<file path="config.mk">
export PLATFORM = sky130hd
export DESIGN_NAME = adc_seq_ctl
export DESIGN_NICKNAME = d
export VERILOG_FILES = /design/src/include/adc_ctl_pkg.sv /design/src/core/master_tick_gen.sv /design/src/core/adc_seq_ctl.sv
export SDC_FILE = /design/constraint.sdc
export NUM_CORES = 1
export LEC_CHECK = 0
export BUFFER_PORTS_ARGS = -buffer_cell sky130_fd_sc_hd__buf_2
export CAP_MARGIN = 20
export CORE_UTILIZATION = 46
export DETAILED_ROUTE_END_ITERATION = 10
export PLACE_DENSITY = 0.83
export SYNTH_ARGS = -nofsm -noshare
export SYNTH_HDL_FRONTEND = slang
export SYNTH_SLANG_ARGS = --single-unit
</file>
<file path="constraint.sdc">
create_clock -name pclk -period 2.5 [get_ports pclk]
set_clock_uncertainty 0.2 [all_clocks]
set_input_delay 0.5 -clock pclk [delete_from_list [all_inputs] [get_ports pclk]]
set_output_delay 0.5 -clock pclk [all_outputs]
set_load 0.005 [all_outputs]
</file>
<file path="src/include/adc_ctl_pkg.sv">
package adc_ctl_pkg;

    // Channel count and conversion length
    localparam int NCHAN = 4;
    localparam logic [4:0] CONV_CYCLES = 5'd16;

    // Internal master clock divider, in pclk cycles per master period
    localparam logic [7:0] INT_CLK_DIV = 8'h12;

    // APB register byte offsets
    localparam logic [7:0] OFS_CTRL = 8'h00;
    localparam logic [7:0] OFS_CHSEL = 8'h04;
    localparam logic [7:0] OFS_STATUS = 8'h08;
    localparam logic [7:0] OFS_IRQ_STAT = 8'h0c;
    localparam logic [7:0] OFS_IRQ_MASK = 8'h10;

    // Control register fields
    localparam int CTRL_SW_START = 0;

    // Status register fields
    localparam int ST_BUSY = 0;
    localparam int ST_EXT_CLK = 1;
    localparam int ST_STANDBY = 2;
    localparam int ST_HW_MODE = 3;
    localparam int ST_MASK_LO = 4;
    localparam int ST_CHAN_LO = 8;

    // Interrupt status and mask fields
    localparam int NIRQ = 3;
    localparam int IRQ_EOC = 0;
    localparam int IRQ_SEQ_DONE = 1;
    localparam int IRQ_OVERRUN = 2;

    // Reset values
    localparam logic [3:0] CHSEL_RESET = 4'h0;
    localparam logic [NIRQ-1:0] IRQ_RESET = 3'h0;

    // Sequencer states, one-hot
    typedef enum logic [2:0] {
        SEQ_IDLE = 3'b001,
        SEQ_CONV = 3'b010,
        SEQ_EOC = 3'b100
    } seq_state_t;

    // Parallel strobe port of the device
    typedef struct packed {
        logic cs_n;
        logic rd_n;
        logic wr_n;
        logic [3:0] data;
    } par_bus_t;

    // Mode and channel select pins
    typedef struct packed {
        logic hw_sw_select;
        logic hw_include_chan_d;
        logic hw_include_chan_c;
        logic hw_include_chan_b;
        logic hw_include_chan_a;
    } sel_pins_t;

    // State of the clock tick generator
    typedef struct packed {
        logic [7:0] div_cnt;
        logic ext_prev;
        logic tick;
    } tick_state_t;

    // State of the control block
    typedef struct packed {
        seq_state_t state;
        logic [3:0] mask;
        logic [3:0] pend;
        logic [1:0] chan;
        logic [4:0] cnt;
        logic use_ext;
        logic busy;
        logic eoc_n;
        logic [3:0] chsel;
        logic wr_prev;
        logic cvt_prev;
        logic [NIRQ-1:0] irq_stat;
        logic [NIRQ-1:0] irq_mask;
        logic [31:0] prdata;
    } ctl_state_t;

endpackage

</file>
<file path="src/core/master_tick_gen.sv">
`timescale 1ns/1ps
`default_nettype none
module master_tick_gen
    import adc_ctl_pkg::*;
(
    input wire logic pclk,
    input wire logic presetn,
    input wire logic run,
    input wire logic use_ext,
    input wire logic ext_clk,
    output logic tick
);

    tick_state_t s_r;
    tick_state_t s_nxt;

    // One enable per master period, internal divider or external edge
    always_comb begin
        s_nxt = s_r;
        s_nxt.tick = 1'b0;
        s_nxt.ext_prev = ext_clk;
        if (!run) begin
            s_nxt.div_cnt = 8'h00;
        end else if (use_ext) begin
            s_nxt.tick = ext_clk & ~s_r.ext_prev;
        end else if (s_r.div_cnt == INT_CLK_DIV - 8'h01) begin
            s_nxt.div_cnt = 8'h00;
            s_nxt.tick = 1'b1;
        end else begin
            s_nxt.div_cnt = s_r.div_cnt + 8'h01;
        end
    end

    // State register
    always_ff @(posedge pclk or negedge presetn) begin
        if (!presetn) begin
            s_r <= '0;
        end else begin
            s_r <= s_nxt;
        end
    end

    assign tick = s_r.tick;

endmodule
`default_nettype wire

</file>
<file path="src/core/adc_seq_ctl.sv">
// Notes on behaviour
// - WR rising edge, CS low, RD high latches
// - Software mode: shared pins become clock inputs
// - Each channel conversion takes 16 master clocks
// - Clock choice 0 internal, 1 external
// - Hardware mode: pin high includes its channel
// - Select pins captured at convert start edge
// - Hardware mode uses pins and internal clock
// - Software mode uses register, either clock
// - Standby input low enters power save
// - Register bit 0 channel 1, bit 3 channel 4
// - Convert start rising edge holds and converts
// - Low pulse on end-of-conversion per channel
//
// Added by the designer: register access over APB and the address map.
`timescale 1ns/1ps
`default_nettype none
module adc_seq_ctl
    import adc_ctl_pkg::*;
(
    input wire logic pclk,
    input wire logic presetn,
    input wire logic psel,
    input wire logic penable,
    input wire logic pwrite,
    input wire logic [7:0] paddr,
    input wire logic [31:0] pwdata,
    output logic [31:0] prdata,
    output logic pready,
    output logic pslverr,
    input wire par_bus_t par,
    input wire sel_pins_t pins,
    input wire logic convert_start,
    input wire logic power_save_n,
    output logic busy,
    output logic eoc_n,
    output logic hold,
    output logic [1:0] conv_chan,
    output logic irq
);

    ctl_state_t s_r;
    ctl_state_t s_nxt;
    logic tick;
    logic sw_mode;
    logic clk_choice;
    logic [3:0] hw_sel;
    logic setup_ph;
    logic access_wr;
    logic addr_ok;
    logic sw_start;
    logic start_req;
    logic par_wr;
    logic [3:0] start_mask;
    logic [1:0] first_chan;
    logic [1:0] next_chan;
    logic [3:0] pend_after;
    logic [NIRQ-1:0] irq_set;
    logic [NIRQ-1:0] irq_clr;

    // Shared pins change meaning with the mode input
    assign sw_mode = pins.hw_sw_select;
    assign clk_choice = pins.hw_include_chan_b;
    assign hw_sel = {pins.hw_include_chan_d, pins.hw_include_chan_c,
                     pins.hw_include_chan_b, pins.hw_include_chan_a};

    // Master clock enable for the running conversion
    master_tick_gen u_tick (
        .pclk(pclk),
        .presetn(presetn),
        .run(s_r.state == SEQ_CONV),
        .use_ext(s_r.use_ext),
        .ext_clk(pins.hw_include_chan_a),
        .tick(tick)
    );

    // APB phase decode
    assign setup_ph = psel & ~penable;
    assign access_wr = psel & penable & pwrite & addr_ok;
    assign sw_start = access_wr && paddr == OFS_CTRL
                      && pwdata[CTRL_SW_START];

    // Address map check
    always_comb begin
        case (paddr)
            OFS_CTRL, OFS_CHSEL, OFS_STATUS,
            OFS_IRQ_STAT, OFS_IRQ_MASK: addr_ok = 1'b1;
            default: addr_ok = 1'b0;
        endcase
    end

    // Parallel strobe write detect
    assign par_wr = par.wr_n & ~s_r.wr_prev & ~par.cs_n & par.rd_n;

    // Sequence source and start request
    assign start_mask = sw_mode ? s_r.chsel : hw_sel;
    assign start_req = (convert_start & ~s_r.cvt_prev) | sw_start;

    // Lowest pending channel for the start and for the next step
    always_comb begin
        first_chan = 2'd0;
        next_chan = 2'd0;
        pend_after = s_r.pend;
        pend_after[s_r.chan] = 1'b0;
        for (int i = NCHAN - 1; i >= 0; i--) begin
            if (start_mask[i]) begin
                first_chan = 2'(i);
            end
            if (pend_after[i]) begin
                next_chan = 2'(i);
            end
        end
    end

    // Interrupt clear by writing ones
    always_comb begin
        irq_clr = '0;
        if (access_wr && paddr == OFS_IRQ_STAT) begin
            irq_clr = pwdata[NIRQ-1:0];
        end
    end

    // Next state of the whole block
    always_comb begin
        s_nxt = s_r;
        irq_set = '0;
        s_nxt.wr_prev = par.wr_n;
        s_nxt.cvt_prev = convert_start;
        s_nxt.eoc_n = 1'b1;

        // Channel select register, strobe port wins over APB
        if (par_wr) begin
            s_nxt.chsel = par.data;
        end else if (access_wr && paddr == OFS_CHSEL) begin
            s_nxt.chsel = pwdata[3:0];
        end

        // Interrupt mask register
        if (access_wr && paddr == OFS_IRQ_MASK) begin
            s_nxt.irq_mask = pwdata[NIRQ-1:0];
        end

        // Conversion sequencer
        case (s_r.state)
            SEQ_IDLE: begin
                if (start_req && power_save_n && start_mask != 4'h0) begin
                    s_nxt.state = SEQ_CONV;
                    s_nxt.mask = start_mask;
                    s_nxt.pend = start_mask;
                    s_nxt.chan = first_chan;
                    s_nxt.cnt = 5'd0;
                    s_nxt.use_ext = sw_mode & clk_choice;
                    s_nxt.busy = 1'b1;
                end
            end
            SEQ_CONV: begin
                if (tick) begin
                    if (s_r.cnt == CONV_CYCLES - 5'd1) begin
                        s_nxt.state = SEQ_EOC;
                        s_nxt.pend = pend_after;
                        s_nxt.eoc_n = 1'b0;
                    end else begin
                        s_nxt.cnt = s_r.cnt + 5'd1;
                    end
                end
                if (start_req) begin
                    irq_set[IRQ_OVERRUN] = 1'b1;
                end
            end
            SEQ_EOC: begin
                irq_set[IRQ_EOC] = 1'b1;
                if (s_r.pend == 4'h0) begin
                    s_nxt.state = SEQ_IDLE;
                    s_nxt.busy = 1'b0;
                    irq_set[IRQ_SEQ_DONE] = 1'b1;
                end else begin
                    s_nxt.state = SEQ_CONV;
                    s_nxt.chan = next_chan;
                    s_nxt.cnt = 5'd0;
                end
                if (start_req) begin
                    irq_set[IRQ_OVERRUN] = 1'b1;
                end
            end
            default: begin
                s_nxt.state = SEQ_IDLE;
                s_nxt.busy = 1'b0;
            end
        endcase

        // Standby aborts any sequence and blocks new ones
        if (!power_save_n) begin
            s_nxt.state = SEQ_IDLE;
            s_nxt.busy = 1'b0;
            s_nxt.pend = 4'h0;
            s_nxt.eoc_n = 1'b1;
        end

        // Sticky status, set wins over clear
        s_nxt.irq_stat = (s_r.irq_stat & ~irq_clr) | irq_set;

        // Read data captured in the setup phase
        if (setup_ph) begin
            s_nxt.prdata = 32'h0000_0000;
            case (paddr)
                OFS_CHSEL: s_nxt.prdata[3:0] = s_r.chsel;
                OFS_STATUS: begin
                    s_nxt.prdata[ST_BUSY] = s_r.busy;
                    s_nxt.prdata[ST_EXT_CLK] = s_r.use_ext;
                    s_nxt.prdata[ST_STANDBY] = ~power_save_n;
                    s_nxt.prdata[ST_HW_MODE] = ~sw_mode;
                    s_nxt.prdata[ST_MASK_LO +: 4] = s_r.mask;
                    s_nxt.prdata[ST_CHAN_LO +: 2] = s_r.chan;
                end
                OFS_IRQ_STAT: s_nxt.prdata[NIRQ-1:0] = s_r.irq_stat;
                OFS_IRQ_MASK: s_nxt.prdata[NIRQ-1:0] = s_r.irq_mask;
                default: s_nxt.prdata = 32'h0000_0000;
            endcase
        end
    end

    // State register
    always_ff @(posedge pclk or negedge presetn) begin
        if (!presetn) begin
            s_r.state <= SEQ_IDLE;
            s_r.mask <= 4'h0;
            s_r.pend <= 4'h0;
            s_r.chan <= 2'd0;
            s_r.cnt <= 5'd0;
            s_r.use_ext <= 1'b0;
            s_r.busy <= 1'b0;
            s_r.eoc_n <= 1'b1;
            s_r.chsel <= CHSEL_RESET;
            s_r.wr_prev <= 1'b1;
            s_r.cvt_prev <= 1'b1;
            s_r.irq_stat <= IRQ_RESET;
            s_r.irq_mask <= IRQ_RESET;
            s_r.prdata <= 32'h0000_0000;
        end else begin
            s_r <= s_nxt;
        end
    end

    // Outputs
    assign prdata = s_r.prdata;
    assign pready = 1'b1;
    assign pslverr = psel & penable & ~addr_ok;
    assign busy = s_r.busy;
    assign eoc_n = s_r.eoc_n;
    assign hold = s_r.busy;
    assign conv_chan = s_r.chan;
    assign irq = |(s_r.irq_stat & s_r.irq_mask);

endmodule
`default_nettype wire

</file>
==> metrics.txt <==
clk sinks=53; Data required, critical path=between 2 and 3 ns; die width=around 84 um; fraction of registers with async set/reset=between 90% and 100%; max-slew violation count=0; Clock Latency Late Sink=just over 0.3 ns; initial antenna violation count=0; RSZ-0062 raised after global routing=yes; Initial Util=48.5%; post-synthesis sequential area ratio=about 43%; maxcap violations=0; post-layout min period=roughly 2.5 ns; PortBufs=47; CTS tree=done; sw power=between 0.0004 and 0.0005 W; most common cell after layout, fill and taps aside=dfrtp_1; power share of the clock group=28.2%; leakage=approximately 1.7 nW; Synth Instances=346; first-pass GRT wire length=about 11000 um; clock root buffer=clkbuf_8; worst hold slack=-0.0131 ns; post-synthesis adder-cell area fraction=approximately 1.6%; Synth Flop Type=dfrtp_1; post-synthesis simple-gate area fraction=20.5%; status=finished, violations left; DIE AREA=7140 um2; Max-slew headroom=around three fifths; register share of total power=a little under three fifths; Max Clk Rate=roughly 390 MHz; FF+latch count, synth=53; violated checks=DRC, hold timing, setup timing; CTS buffer count=5; yosys warns=0; vias in the first global route=about 2500; Area Growth Syn to Fin=14.0%; Worst-Margin Slew=~0.6 ns; Internal=0.00122 W; DRC Markers=13; Cell variety after synth=60; setup violators final=3; EDFF count, synth=0; cell area after synthesis=between 3000 and 4000 um2; Post-layout nets=approximately 460; startpoint types=flip-flop; sw frac=between 20% and 30%; Antenna Cells=0; CORE AREA=about 6500 um2; DP Wirelength=around 4900 um; grt ovf=0; synthesized area per cell=about 9 um2; Fin. Hold Viols=22; CP endpoint kind=flip-flop; slowest cell delay on critical path=roughly 0.5 ns; XOR/XNOR Fraction of Synth Area=less than 1%; Max VDD drop=0.202 mV; Setup WS post-layout=-0.0402 ns; Arr. time, crit path=about 2.5 ns; fin crit share=102%; worst path cell trace=ha_2, and3_4, ha_4, or4bb_1, a21oi_2, nor2_4, a211oi_4, mux2_4; Worst Setup Path Type=reg -> reg; post-synthesis compound-gate area fraction=17.3%; combinational power share=approximately 15%; WL/cell=13.9 um; drt first-iter violations=141; multiplexer share of the synthesized area=5.08%; ANT nets after route=0; Top-Level Pins=99; Critical Path Fanout Max=6; 1st-pass router iterations=7; GRT Resource Usage Total=between 15 and 20%; clock buffer depth=2; layout cells sized above 1=between 20% and 30%; via count=2601; DP Worst Slack=-0.199 ns; H-tree depth=2; Rows=29; main combinational cell family by area after synthesis=simple AND/OR/NAND/NOR gates; CP max-delay cell=or4bb_1; most frequent cells in the layout=dfrtp_1, buf_2, nand2_1; Die Ht=~84 um; Vias/cell=roughly 5.5; final wirelength=between 6000 and 7000 um; worst hold path type=in -> async; final weighted congestion in routability-driven placement=~0.86; largest net degree at the start of global routing=28; Clock Pin Slew Worst Setup and Hold Paths=0.09 ns; Pwr per Cell Area=478 nW/um2
final timing paths:
check / end / cells after the start / slack [ns] / from
max in group asynchronous: s_r[39] / 2 / 1.42 / presetn
min in group pclk: s_r[38] / 1 / 0.08 / convert_start
max reg2reg: conv_chan[0] / 8 / -0.04 / s_r[47]
min: prdata[2] / 1 / -0.01 / presetn
max: conv_chan[0] / 8 / -0.04 / s_r[47]
min reg2reg: prdata[3] / 2 / 0.28 / prdata[3]
sequential cells by signal (all words and copies together) (netlist names):
register and flops:
conv_chan 2, eoc_n 1, u_tick.s_r 9, s_r 29
u_tick.tick 1, prdata 10, busy 1
worst max-delay path, delay by kind of cell (launching register included):
family	cells	cell delay (ns)
compound gates	2	0.43
fa+ha+maj	2	0.34
flops	1	0.40
mux	1	0.32
simple gates	3	0.74
through the flow:
step	utilization (%)	power, W	setup TNS (ns)	cell area, um2	instances
after floorplan	-	0.00113	0	3210	367
final	55.2	0.00171	-0.0772	3570	477
after detailed placement	52.8	0.00123	-1.46	3410	468
after global routing	55.2	0.00179	-0.389	3570	477
after global placement	52.8	0.00122	-1.27	3410	468
after CTS	55.1	0.00171	-0.175	3560	476
logic make-up after synthesis:
kind of cell               Yosys count
and+or+nand+nor                    127
AOI/OAI and AO/OA                   80
buffers and inverters               63
DFF                                 53
muxes                               15
adders and majority gates            4
other                                2
xor gates and xnor gates             2
routing by layer:
layer	up-vias	global-route usage, %	share of wire, %
met5	-	0	0
met4	0	7.24	2.0
met3	14	4.23	4.8
met2	80	33.3	49
met1	1249	25.3	44
li1	1258	-	-
power groups by stage:
stage	Combinational [W]	Sequential [W]	Clock, W
floorplan	0.000180	0.000953	0
detailed placement	0.000248	0.000981	0
finish	0.000258	0.000967	0.000481
global placement	0.000239	0.000978	0
global route	0.000287	0.000974	0.000528
CTS	0.000257	0.000965	0.000492
cell type report:
type	instances	area, um2
Inverter	13	48.8
Clock inverter	2	15.0
Multi-Input combinational cell	251	1560
Fill cell	563	2890
Timing Repair Buffer	75	445
Tap cell	77	96.3
Clock buffer	6	72.6
Sequential cell	53	1330
repair_timing:
action / CTS / global route
pin swaps: 5 / 7
buffers inserted: 0 / 1
hold buffers: 0 / 0
hold endpoints to repair: 0 / 0
endpoints found under the setup margin: 6 / 7
gates resized for setup: 11 / 1
Yosys cell counts (all sizes together) (3+ instances only):
cell,n,area [um2]
and3,3,18.8
a21oi,20,104
nor2,28,108
o21ai,25,125
buf,39,290
nand2,45,169
a221oi,3,26.3
mux2,7,78.8
nand2b,4,25.0
a22o,4,35.0
a21o,4,30.0
nor2b,7,43.8
nand3,7,35.0
a211o,3,26.3
inv,13,48.8
ha,4,50.1
clkbuf,11,42.5
nor3b,5,37.5
nor3,10,50.1
or3,3,18.8
mux2i,8,80.1
o211ai,3,27.5
o2111ai,3,26.3
nor4,4,40.0
dfrtp,49,1230
dfstp,4,105
(Power assumes the default switching activity.)
